$ cat config.mk
export PLATFORM = sky130hd
export DESIGN_NAME = adcf_top
export DESIGN_NICKNAME = d
export VERILOG_FILES = /design/src/adcf_pkg.sv /design/src/adcf_sel_if.sv /design/src/adcf_chan_decode.sv /design/src/adcf_result_code.sv /design/src/adcf_top.sv
export SDC_FILE = /design/constraint.sdc
export NUM_CORES = 1
export LEC_CHECK = 0
export ABC_AREA = 1
export BUFFER_PORTS_ARGS = -buffer_cell sky130_fd_sc_hd__clkbuf_2
export CORE_ASPECT_RATIO = 1.25
export CORE_MARGIN = 2
export CORE_UTILIZATION = 40
export DETAILED_ROUTE_END_ITERATION = 12
export PLACE_DENSITY_LB_ADDON = 0.2
export SYNTH_ARGS = -nofsm -noshare
export SYNTH_HDL_FRONTEND = slang
export SYNTH_SLANG_ARGS = --single-unit
export TNS_END_PERCENT = 100
$ cat constraint.sdc
create_clock -name clk_i -period 11.2 [get_ports clk_i]
set_input_delay 2.8 -clock clk_i [delete_from_list [all_inputs] [get_ports clk_i]]
set_output_delay 2.8 -clock clk_i [all_outputs]
set_load 0.005 [all_outputs]
$ cat src/adcf_pkg.sv
// constants, state type and pair lookup for the converter input select block
// assumes a word-wide bus with one register per aligned word
package adcf_pkg;
   // register indices; byte address is four times the index
   localparam logic [5:0] IDX_CTRL_B   = 6'h03;
   localparam logic [5:0] IDX_RES_LO   = 6'h04;
   localparam logic [5:0] IDX_RES_HI   = 6'h05;
   localparam logic [5:0] IDX_CTRL_A   = 6'h06;
   localparam logic [5:0] IDX_MUX_SEL  = 6'h07;
   // field positions
   localparam int BIT_ENABLE    = 7;
   localparam int BIT_START     = 6;
   localparam int BIT_DONE      = 4;
   localparam int BIT_BIPOLAR   = 7;
   localparam int REF_MSB       = 7;
   localparam int REF_LSB       = 6;
   localparam int CHAN_MSB      = 5;
   // reset values
   localparam logic [7:0] MUX_SEL_RESET = 8'h00;
   localparam logic [1:0] REF_RESET     = 2'h0;
   localparam logic       FLAG_RESET    = 1'b0;
   // reference codes
   localparam logic [1:0] REF_SUPPLY    = 2'h0;
   localparam logic [1:0] REF_EXT_PIN   = 2'h1;
   localparam logic [1:0] REF_INTERNAL  = 2'h2;
   localparam logic [1:0] REF_INT_TO_PIN = 2'h3;
   // channel codes and pin numbers seen by the analog front end
   localparam logic [5:0] CHAN_GROUND   = 6'h20;
   localparam logic [5:0] CHAN_BANDGAP  = 6'h21;
   localparam logic [5:0] CHAN_TEMP     = 6'h22;
   localparam logic [3:0] PIN_TEMP      = 4'h8;
   localparam logic [3:0] PIN_GROUND    = 4'h9;
   localparam logic [3:0] PIN_BANDGAP   = 4'ha;
   // gains and result limits
   localparam logic [5:0] GAIN_LOW      = 6'h01;
   localparam logic [5:0] GAIN_HIGH     = 6'h14;
   localparam logic [9:0] UNI_MAX       = 10'h3ff;
   localparam logic [9:0] UNI_MIN       = 10'h000;
   localparam logic [9:0] BIP_MAX       = 10'h1ff;
   localparam logic [9:0] BIP_MIN       = 10'h200;
   // conversion lengths in converter clock cycles
   localparam logic [4:0] CONV_CYCLES       = 5'h0d;
   localparam logic [4:0] FIRST_CONV_CYCLES = 5'h19;
   localparam logic [4:0] CONV_OVERHEAD     = 5'h03;

   typedef enum logic [1:0] {
      ST_IDLE    = 2'b00,
      ST_SAMPLE  = 2'b01,
      ST_CONVERT = 2'b11,
      ST_FINISH  = 2'b10
   } adcf_state_t;

   // forward pair for code bits [4:1]; returns {positive pin, negative pin}
   function automatic logic [5:0] pair_pins(input logic [3:0] idx);
      logic [5:0] p;
      p = 6'h00;
      unique case (idx)
         4'h4:    p = {3'h0, 3'h1};
         4'h5:    p = {3'h0, 3'h3};
         4'h6:    p = {3'h1, 3'h2};
         4'h7:    p = {3'h1, 3'h3};
         4'h8:    p = {3'h2, 3'h3};
         4'h9:    p = {3'h3, 3'h4};
         4'ha:    p = {3'h3, 3'h5};
         4'hb:    p = {3'h3, 3'h6};
         4'hc:    p = {3'h3, 3'h7};
         4'hd:    p = {3'h4, 3'h5};
         4'he:    p = {3'h5, 3'h6};
         4'hf:    p = {3'h6, 3'h7};
         default: p = 6'h00;
      endcase
      return p;
   endfunction
endpackage

$ cat src/adcf_sel_if.sv
// carrier between the select decoder, the result coder and the top
// assumes all three sit on one clock
`timescale 1ns/10ps
interface adcf_sel_if;
   logic [5:0] chan_code;
   logic [3:0] pos_pin;
   logic [3:0] neg_pin;
   logic       differential;
   logic       gain_20x;
   logic       temp_en;
   logic       bipolar;
   logic [9:0] pos_level;
   logic [9:0] neg_level;
   logic [9:0] result;

   modport decoder (input chan_code, output pos_pin, neg_pin, differential, gain_20x, temp_en);
   modport coder   (input differential, gain_20x, bipolar, pos_level, neg_level,
                    output result);
   modport top     (output chan_code, bipolar, pos_level, neg_level,
                    input pos_pin, neg_pin, differential, gain_20x, temp_en, result);
endinterface

$ cat src/adcf_chan_decode.sv
// channel code to front-end pin routing, purely combinational
// assumes the code comes from the active copy, stable during a conversion
`timescale 1ns/10ps
module adcf_chan_decode (
   adcf_sel_if.decoder sel
);
   logic [5:0] pair;

   always_comb begin
      pair             = adcf_pkg::pair_pins(sel.chan_code[4:1]);
      sel.pos_pin      = {1'b0, sel.chan_code[2:0]};
      sel.neg_pin      = adcf_pkg::PIN_GROUND;
      sel.differential = 1'b0;
      sel.gain_20x     = 1'b0;
      sel.temp_en      = 1'b0;
      if (sel.chan_code[5:3] == 3'h0) begin
         sel.pos_pin = {1'b0, sel.chan_code[2:0]};
      end else if (!sel.chan_code[5]) begin
         sel.pos_pin      = {1'b0, pair[5:3]};
         sel.neg_pin      = {1'b0, pair[2:0]};
         sel.differential = 1'b1;
         sel.gain_20x     = sel.chan_code[0];
      end else if (sel.chan_code[4:3] == 2'h0) begin
         unique case (sel.chan_code[2:0])
            3'h0: sel.pos_pin = adcf_pkg::PIN_GROUND;
            3'h1: sel.pos_pin = adcf_pkg::PIN_BANDGAP;
            3'h2: begin
               sel.pos_pin = adcf_pkg::PIN_TEMP;
               sel.temp_en = 1'b1;
            end
            default: begin
               // one pin on both inputs for offset measurement
               sel.pos_pin      = (sel.chan_code[2:1] == 2'h1) ? 4'h0 :
                                  (sel.chan_code[2:1] == 2'h2) ? 4'h3 : 4'h7;
               sel.neg_pin      = sel.pos_pin;
               sel.differential = 1'b1;
               sel.gain_20x     = sel.chan_code[0];
            end
         endcase
      end else begin
         sel.pos_pin      = {1'b0, pair[2:0]};
         sel.neg_pin      = {1'b0, pair[5:3]};
         sel.differential = 1'b1;
         sel.gain_20x     = sel.chan_code[0];
      end
   end
endmodule

$ cat src/adcf_result_code.sv
// turns the held input levels into the 10-bit result word
// assumes levels are already scaled so that 1024 equals the reference
`timescale 1ns/10ps
module adcf_result_code (
   adcf_sel_if.coder sel
);
   logic signed [10:0] diff;
   logic signed [16:0] prod;
   logic signed [16:0] half;
   logic        [5:0]  gain;

   always_comb begin
      gain = sel.gain_20x ? adcf_pkg::GAIN_HIGH : adcf_pkg::GAIN_LOW;
      diff = $signed({1'b0, sel.pos_level}) - $signed({1'b0, sel.neg_level});
      prod = 17'(diff) * $signed({11'h000, gain});
      half = prod >>> 1;
      if (!sel.differential) begin
         sel.result = sel.pos_level;
      end else if (!sel.bipolar) begin
         if (prod < 0) begin
            sel.result = adcf_pkg::UNI_MIN;
         end else if (prod > 17'sh003ff) begin
            sel.result = adcf_pkg::UNI_MAX;
         end else begin
            sel.result = prod[9:0];
         end
      end else begin
         // halving gives the 512 scale; bit 9 then carries the sign
         if (half > 17'sh001ff) begin
            sel.result = adcf_pkg::BIP_MAX;
         end else if (half < -17'sh00200) begin
            sel.result = adcf_pkg::BIP_MIN;
         end else begin
            sel.result = half[9:0];
         end
      end
   end
endmodule

$ cat src/adcf_top.sv
// converter input select, reference select and result coding behind a wishbone slave
// assumes the analog front end samples its levels on clk_i (one domain)
`timescale 1ns/10ps
module adcf_top (
   input  wire logic        clk_i,
   input  wire logic        rst_i,
   input  wire logic        wb_cyc_i,
   input  wire logic        wb_stb_i,
   input  wire logic        wb_we_i,
   input  wire logic [7:0]  wb_adr_i,
   input  wire logic [3:0]  wb_sel_i,
   input  wire logic [31:0] wb_dat_i,
   output logic      [31:0] wb_dat_o,
   output logic             wb_ack_o,
   input  wire logic [9:0]  pos_level_i,
   input  wire logic [9:0]  neg_level_i,
   output logic      [3:0]  pos_pin_o,
   output logic      [3:0]  neg_pin_o,
   output logic             differential_o,
   output logic             gain_20x_o,
   output logic             temp_sensor_en_o,
   output logic      [1:0]  ref_select_o,
   output logic             internal_ref_on_o,
   output logic             ref_pin_connect_o,
   output logic             sample_o,
   output logic             busy_o
);
   adcf_sel_if sel ();

   adcf_pkg::adcf_state_t state_reg;
   logic [7:0]  mux_reg;
   logic [5:0]  active_chan_reg;
   logic [1:0]  active_ref_reg;
   logic        bipolar_reg;
   logic        enable_reg;
   logic        first_pending_reg;
   logic        done_flag_reg;
   logic [4:0]  count_reg;
   logic [9:0]  hold_pos_reg;
   logic [9:0]  hold_neg_reg;
   logic [9:0]  result_reg;
   logic        ack_reg;
   logic [31:0] dat_reg;
   logic [31:0] read_word;
   logic [5:0]  idx;
   logic        wr_go;
   logic        start_go;
   logic [4:0]  start_len;

   adcf_chan_decode u_decode (
      .sel (sel.decoder)
   );

   adcf_result_code u_code (
      .sel (sel.coder)
   );

   assign sel.chan_code = active_chan_reg;
   assign sel.bipolar   = bipolar_reg;
   assign sel.pos_level = hold_pos_reg;
   assign sel.neg_level = hold_neg_reg;

   assign idx       = wb_adr_i[7:2];
   // write lands on the edge where the master sees ack
   assign wr_go     = wb_cyc_i && wb_stb_i && wb_we_i && ack_reg && wb_sel_i[0];
   assign start_go  = wr_go && (idx == adcf_pkg::IDX_CTRL_A) &&
                      wb_dat_i[adcf_pkg::BIT_ENABLE] && wb_dat_i[adcf_pkg::BIT_START] &&
                      (state_reg == adcf_pkg::ST_IDLE);
   assign start_len = (first_pending_reg || !enable_reg) ?
                      adcf_pkg::FIRST_CONV_CYCLES : adcf_pkg::CONV_CYCLES;

   always_comb begin
      read_word = 32'h00000000;
      unique case (idx)
         adcf_pkg::IDX_MUX_SEL: read_word[7:0] = mux_reg;
         adcf_pkg::IDX_CTRL_B:  read_word[adcf_pkg::BIT_BIPOLAR] = bipolar_reg;
         adcf_pkg::IDX_RES_LO:  read_word[7:0] = result_reg[7:0];
         adcf_pkg::IDX_RES_HI:  read_word[1:0] = result_reg[9:8];
         adcf_pkg::IDX_CTRL_A: begin
            read_word[adcf_pkg::BIT_ENABLE] = enable_reg;
            read_word[adcf_pkg::BIT_START]  = (state_reg != adcf_pkg::ST_IDLE);
            read_word[adcf_pkg::BIT_DONE]   = done_flag_reg;
         end
         default:               read_word = 32'h00000000;
      endcase
   end

   // bus handshake: ack one cycle after the request, dropped the cycle after
   always_ff @(posedge clk_i) begin
      if (rst_i) begin
         ack_reg <= 1'b0;
         dat_reg <= 32'h00000000;
      end else begin
         ack_reg <= wb_cyc_i && wb_stb_i && !ack_reg;
         if (wb_cyc_i && wb_stb_i && !ack_reg) begin
            dat_reg <= read_word;
         end
      end
   end

   always_ff @(posedge clk_i) begin
      if (rst_i) begin
         mux_reg <= adcf_pkg::MUX_SEL_RESET;
      end else if (wr_go && idx == adcf_pkg::IDX_MUX_SEL) begin
         mux_reg <= wb_dat_i[7:0];
      end
   end

   always_ff @(posedge clk_i) begin
      if (rst_i) begin
         bipolar_reg <= 1'b0;
      end else if (wr_go && idx == adcf_pkg::IDX_CTRL_B) begin
         bipolar_reg <= wb_dat_i[adcf_pkg::BIT_BIPOLAR];
      end
   end

   always_ff @(posedge clk_i) begin
      if (rst_i) begin
         enable_reg        <= 1'b0;
         first_pending_reg <= 1'b0;
      end else begin
         if (wr_go && idx == adcf_pkg::IDX_CTRL_A) begin
            enable_reg <= wb_dat_i[adcf_pkg::BIT_ENABLE];
         end
         // the first run after enabling is the long initialising one
         if (start_go) begin
            first_pending_reg <= 1'b0;
         end else if (!enable_reg) begin
            first_pending_reg <= 1'b1;
         end
      end
   end

   // conversion sequencer; clearing enable aborts a run in progress
   always_ff @(posedge clk_i) begin
      if (rst_i) begin
         state_reg <= adcf_pkg::ST_IDLE;
         count_reg <= 5'h00;
      end else if (!enable_reg && state_reg != adcf_pkg::ST_IDLE) begin
         state_reg <= adcf_pkg::ST_IDLE;
         count_reg <= 5'h00;
      end else begin
         unique case (state_reg)
            adcf_pkg::ST_IDLE: begin
               if (start_go) begin
                  state_reg <= adcf_pkg::ST_SAMPLE;
                  count_reg <= start_len - adcf_pkg::CONV_OVERHEAD;
               end
            end
            adcf_pkg::ST_SAMPLE: state_reg <= adcf_pkg::ST_CONVERT;
            adcf_pkg::ST_CONVERT: begin
               if (count_reg == 5'h00) begin
                  state_reg <= adcf_pkg::ST_FINISH;
               end else begin
                  count_reg <= count_reg - 5'h01;
               end
            end
            adcf_pkg::ST_FINISH: state_reg <= adcf_pkg::ST_IDLE;
         endcase
      end
   end

   always_ff @(posedge clk_i) begin
      if (rst_i) begin
         hold_pos_reg <= 10'h000;
         hold_neg_reg <= 10'h000;
      end else if (state_reg == adcf_pkg::ST_SAMPLE) begin
         hold_pos_reg <= pos_level_i;
         hold_neg_reg <= neg_level_i;
      end
   end

   always_ff @(posedge clk_i) begin
      if (rst_i) begin
         result_reg <= 10'h000;
      end else if (state_reg == adcf_pkg::ST_FINISH) begin
         result_reg <= sel.result;
      end
   end

   // a completion in the same cycle as a write-one clear keeps the flag set
   always_ff @(posedge clk_i) begin
      if (rst_i) begin
         done_flag_reg <= adcf_pkg::FLAG_RESET;
      end else if (state_reg == adcf_pkg::ST_FINISH) begin
         done_flag_reg <= 1'b1;
      end else if (wr_go && idx == adcf_pkg::IDX_CTRL_A && wb_dat_i[adcf_pkg::BIT_DONE]) begin
         done_flag_reg <= 1'b0;
      end
   end

   // active copy follows the register only while idle or as a run completes
   always_ff @(posedge clk_i) begin
      if (rst_i) begin
         active_chan_reg <= adcf_pkg::MUX_SEL_RESET[adcf_pkg::CHAN_MSB:0];
         active_ref_reg  <= adcf_pkg::REF_RESET;
      end else if (state_reg == adcf_pkg::ST_IDLE || state_reg == adcf_pkg::ST_FINISH) begin
         active_chan_reg <= mux_reg[adcf_pkg::CHAN_MSB:0];
         active_ref_reg  <= mux_reg[adcf_pkg::REF_MSB:adcf_pkg::REF_LSB];
      end
   end

   always_ff @(posedge clk_i) begin
      if (rst_i) begin
         pos_pin_o         <= 4'h0;
         neg_pin_o         <= adcf_pkg::PIN_GROUND;
         differential_o    <= 1'b0;
         gain_20x_o        <= 1'b0;
         temp_sensor_en_o  <= 1'b0;
         ref_select_o      <= adcf_pkg::REF_RESET;
         internal_ref_on_o <= 1'b0;
         ref_pin_connect_o <= 1'b0;
         sample_o          <= 1'b0;
         busy_o            <= 1'b0;
      end else begin
         pos_pin_o         <= sel.pos_pin;
         neg_pin_o         <= sel.neg_pin;
         differential_o    <= sel.differential;
         gain_20x_o        <= sel.gain_20x;
         temp_sensor_en_o  <= sel.temp_en;
         ref_select_o      <= active_ref_reg;
         // reserved code 11 is taken as internal reference tied out to the pin
         internal_ref_on_o <= active_ref_reg[1];
         ref_pin_connect_o <= (active_ref_reg == adcf_pkg::REF_INT_TO_PIN);
         sample_o          <= (state_reg == adcf_pkg::ST_IDLE) && start_go;
         busy_o            <= (state_reg != adcf_pkg::ST_IDLE) || start_go;
      end
   end

   assign wb_ack_o = ack_reg;
   assign wb_dat_o = dat_reg;
endmodule

==> summary.md <==
| Metric | Value |
|---|---|
| Remaining antenna violation count | `0` |
| Num CTS Buffers | `9` |
| Clk pwr share | `0.486` |
| Max incr delay on CP | `around 0.53 ns` |
| First-pass GRT wire length | `21,600 um` |
| Most instantiated library cell after synthesis | `sky130_fd_sc_hd__nand2_1` |
| Proportion of netlist area held by the largest area contributor | `0.300` |
| CTS tree | `built` |
| Max rail drop VDD | `approximately 99 uV` |
| Post-route minimum period | `5.41 ns` |
| Hold bufs inserted after CTS | `0` |
| Distinct cell type count of the synthesized netlist | `44` |
| Primary FF master, synth | `sky130_fd_sc_hd__dfxtp_1` |
| Int Power | `between 0.0005 and 0.0006 W` |
| Worst hold slack across all endpoints | `approximately 0.46 ns` |
| Detail-routed via count per cell | `4.74` |
| DIE HEIGHT | `139 um` |
| Post-Place Cells | `1,079` |
| Required time at the endpoint of the critical path | `11.39 ns` |
| Fillers | `approximately 1,500` |
| Flip-flop and latch count after synthesis | `88` |
| Final count of negative-setup-slack endpoints | `0` |
| Final setup TNS | `0 ns` |
| Total of buffers placed on input and output ports | `between 60 and 70` |
| Top-level port count | `~120` |
| Critical path start-end classification | `reg2reg` |
| Run status | `finished clean` |
| Fraction of the cycle the final worst path needs | `0.483` |
| Detailed-routing iteration count for the pre-antenna-repair pass | `4` |
| Buffer cell driving the clock tree root | `sky130_fd_sc_hd__clkbuf_16` |
| Number of instances in the synthesized netlist | `approximately 850` |
| Critical Path End Type | `register` |
| H-tree Lvls | `3` |
| Number of warnings issued by yosys | `0` |
| Final weighted congestion in routability-driven placement | `0.812` |
| Number of antenna repair diodes | `0` |
| RSZ-0062 raised after global routing | `no` |
| Critical Path Fanout Max | `9` |
| Initial core utilization | `0.409` |
| Final std cell area, no fill | `approximately 6600 sq um` |
| Final non-filler cell total | `1,095` |
| Class of the tightest hold or removal check | `reg2reg` |
| Remaining routing DRC violations | `0` |
| Final nets | `around 1,000` |
| Horiz. Die Dim | `between 100 and 150 um` |
| Routed len/inst | `12.0 um` |
| Max Slew Vio Count | `0` |
| Cells resized by post-CTS repair | `0` |
| Maximum number of pins on one net before global-route repair | `39` |
| Area of the multi-input gates | `between 3000 and 4000 sq um` |
| CTS sink count | `88` |
| Number of max-cap violations | `0` |
| Proportion of total power due to net switching | `0.223` |
| Part of the power in registers | `0.462` |
| Global Route Usage Sum | `0.170` |
| Cell occurring most often along the worst timing path | `sky130_fd_sc_hd__nand2_1` |
| Final clock skew | `roughly 0.011 ns` |
| Maximum clock path buffer count | `2` |
| Number of placement rows | `49` |
| Share of the yosys chip area belonging to registers | `0.300` |
| Buffers plus inverters on the worst setup path | `5` |
| Net Switching | `between 0.00015 and 0.0002 W` |
| Synth area leaders | `sky130_fd_sc_hd__dfxtp_1 (30%), sky130_fd_sc_hd__nand2_1 (10%), sky130_fd_sc_hd__ha_1 (9.2%)` |
| Total Wirelength | `between 10,000 and 15,000 um` |
| Post-detail-place hpwl | `approximately 11,000 um` |
| Area of placed instances | `around 6300 sq um` |
| Max Clk Rate | `0.185 GHz` |
| Proportion of register bits with asynchronous set or reset after synthesis | `0` |
| Post-synth design cell area | `between 5000 and 6000 sq um` |
| DIE AREA | `~16,000 sq um` |
| Data arrival at the endpoint of the critical path | `approximately 5.6 ns` |
| Slowest cell on crit path | `sky130_fd_sc_hd__fa_1` |
| Number of antenna violations at the first check in global routing | `0` |
| Portion of total power attributed to combinational logic | `0.052` |
| Commonest cells in the synthesized netlist | `sky130_fd_sc_hd__nand2_1 (159), sky130_fd_sc_hd__inv_1 (138), sky130_fd_sc_hd__nor2_1 (98), sky130_fd_sc_hd__dfxtp_1 (88), sky130_fd_sc_hd__o21ai_0 (70)` |
| Floorplan core area | `approximately 14,000 sq um` |
| Setup Buffers After CTS | `0` |
| Reg area | `between 1500 and 2000 sq um` |
| Post-synthesis cell type with the largest combined area | `sky130_fd_sc_hd__dfxtp_1` |
| Number of DRC violations after detailed-routing iteration 0 | `~260` |
| Kind of cell adding the most delay to the critical path | `adder cells` |
| Worst-skew pair later-pin latency | `~0.35 ns` |
| Clock slew at reported path FFs | `around 0.060 ns` |
| Sum of overflow across all layers after global routing | `0` |
| Relative max-transition margin | `0.330` |
| Least-Margin Pin Slew | `1.00 ns` |
| Area grow syn2layout | `12.5%` |
| EDFF count, synth | `0` |
| Synthesized area per cell | `between 6 and 7 sq um` |
| Total number of vias | `5,194` |
| Leakage power | `3.24 nW` |
| Via count of the first global-routing pass | `between 4,000 and 5,000` |
| Final hold violation count | `0` |
| Power density normalized to cell area | `slightly above 100 nW/um^2` |
| Share of post-route cells with drive strength above 1 | `0.137` |
| Critical path launch point type | `register` |
-- through the flow --
| stage | power [W] | util | setup slack, ns |
|---|---|---|---|
| floorplan | 0.000350 | - | 6.39 |
| global route | 0.000710 | 0.460 | 5.35 |
| finish | 0.000680 | 0.460 | 5.79 |
| detailed placement | 0.000356 | 0.437 | 5.79 |
| global placement | 0.000356 | 0.437 | 5.84 |
| CTS | 0.000688 | 0.460 | 5.75 |
-- power by group through the flow --
stage / logic, W / registers [W] / clock network, W
after detailed placement: 0.0000350 / 0.000321 / 0
after CTS: 0.0000352 / 0.000314 / 0.000338
final: 0.0000352 / 0.000314 / 0.000331
after global routing: 0.0000405 / 0.000314 / 0.000355
after global placement: 0.0000348 / 0.000321 / 0
after floorplan: 0.0000285 / 0.000321 / 0
-- path summary, 6_finish.rpt --
path         cells after the start                           start  slack [ns]                    endpoint
max                             30    hold_pos_reg[0]$_SDFFE_PP0P_        5.79  result_reg[4]$_SDFFE_PP0P_
min                              2  active_ref_reg[1]$_SDFFE_PP0P_        0.46  ref_select_o[1]$_SDFF_PP0_
max reg2reg                     30    hold_pos_reg[0]$_SDFFE_PP0P_        5.79  result_reg[4]$_SDFFE_PP0P_
min reg2reg                      2  active_ref_reg[1]$_SDFFE_PP0P_        0.46  ref_select_o[1]$_SDFF_PP0_
-- layout by cell type (no fill, tap or decap), drive strengths merged, types with 2 or more instances in the layout --
cell type,n
a21oi,66
inv,146
xnor2,5
a21o,2
clkbuf,75
o21bai,9
nand2,163
a31o,3
a31oi,4
nand4,6
or2,3
a211oi,3
nor4,2
fa,11
nand3b,2
o21ai,72
o21ba,2
dfxtp,88
xor2,10
clkinv,3
bufinv,2
nand3,34
conb,34
nor3,14
nor2,108
o31ai,2
ha,43
-- cell families after synthesis --
family	count (synthesis)	share of synthesized area
flip-flops	88	0.300
adder cells (fa/ha/maj)	54	0.129
buffers and inverters	191	0.138
AND/OR/NAND/NOR	332	0.241
other	2	0.00128
XOR/XNOR	15	0.0224
AO/OA/AOI/OAI	167	0.167
-- area by class of cell --
class | count | area share
clock buffer | 10 | 0.0362
clock inverter | 6 | 0.0136
inverter | 146 | 0.0830
multi-input combinational | 602 | 0.517
sequential | 88 | 0.267
tap | 178 | 0.0337
timing repair buffer | 65 | 0.0493
-- worst min-delay path: cells and delay by family (launching register included) --
| family | cells | cell delay, ns |
|---|---|---|
| simple gates | 1 | 0.04 |
| buf+inv | 1 | 0.08 |
| flops | 1 | 0.30 |
-- per-layer routing --
layer,track usage,share of wire,up-vias
li1,-,-,2760
met1,0.198,0.44,2317
met2,0.310,0.51,104
met3,0.0353,0.040,13
met4,0.0488,0.014,0
met5,0,0,-
Power figures use the tool's default switching activity.
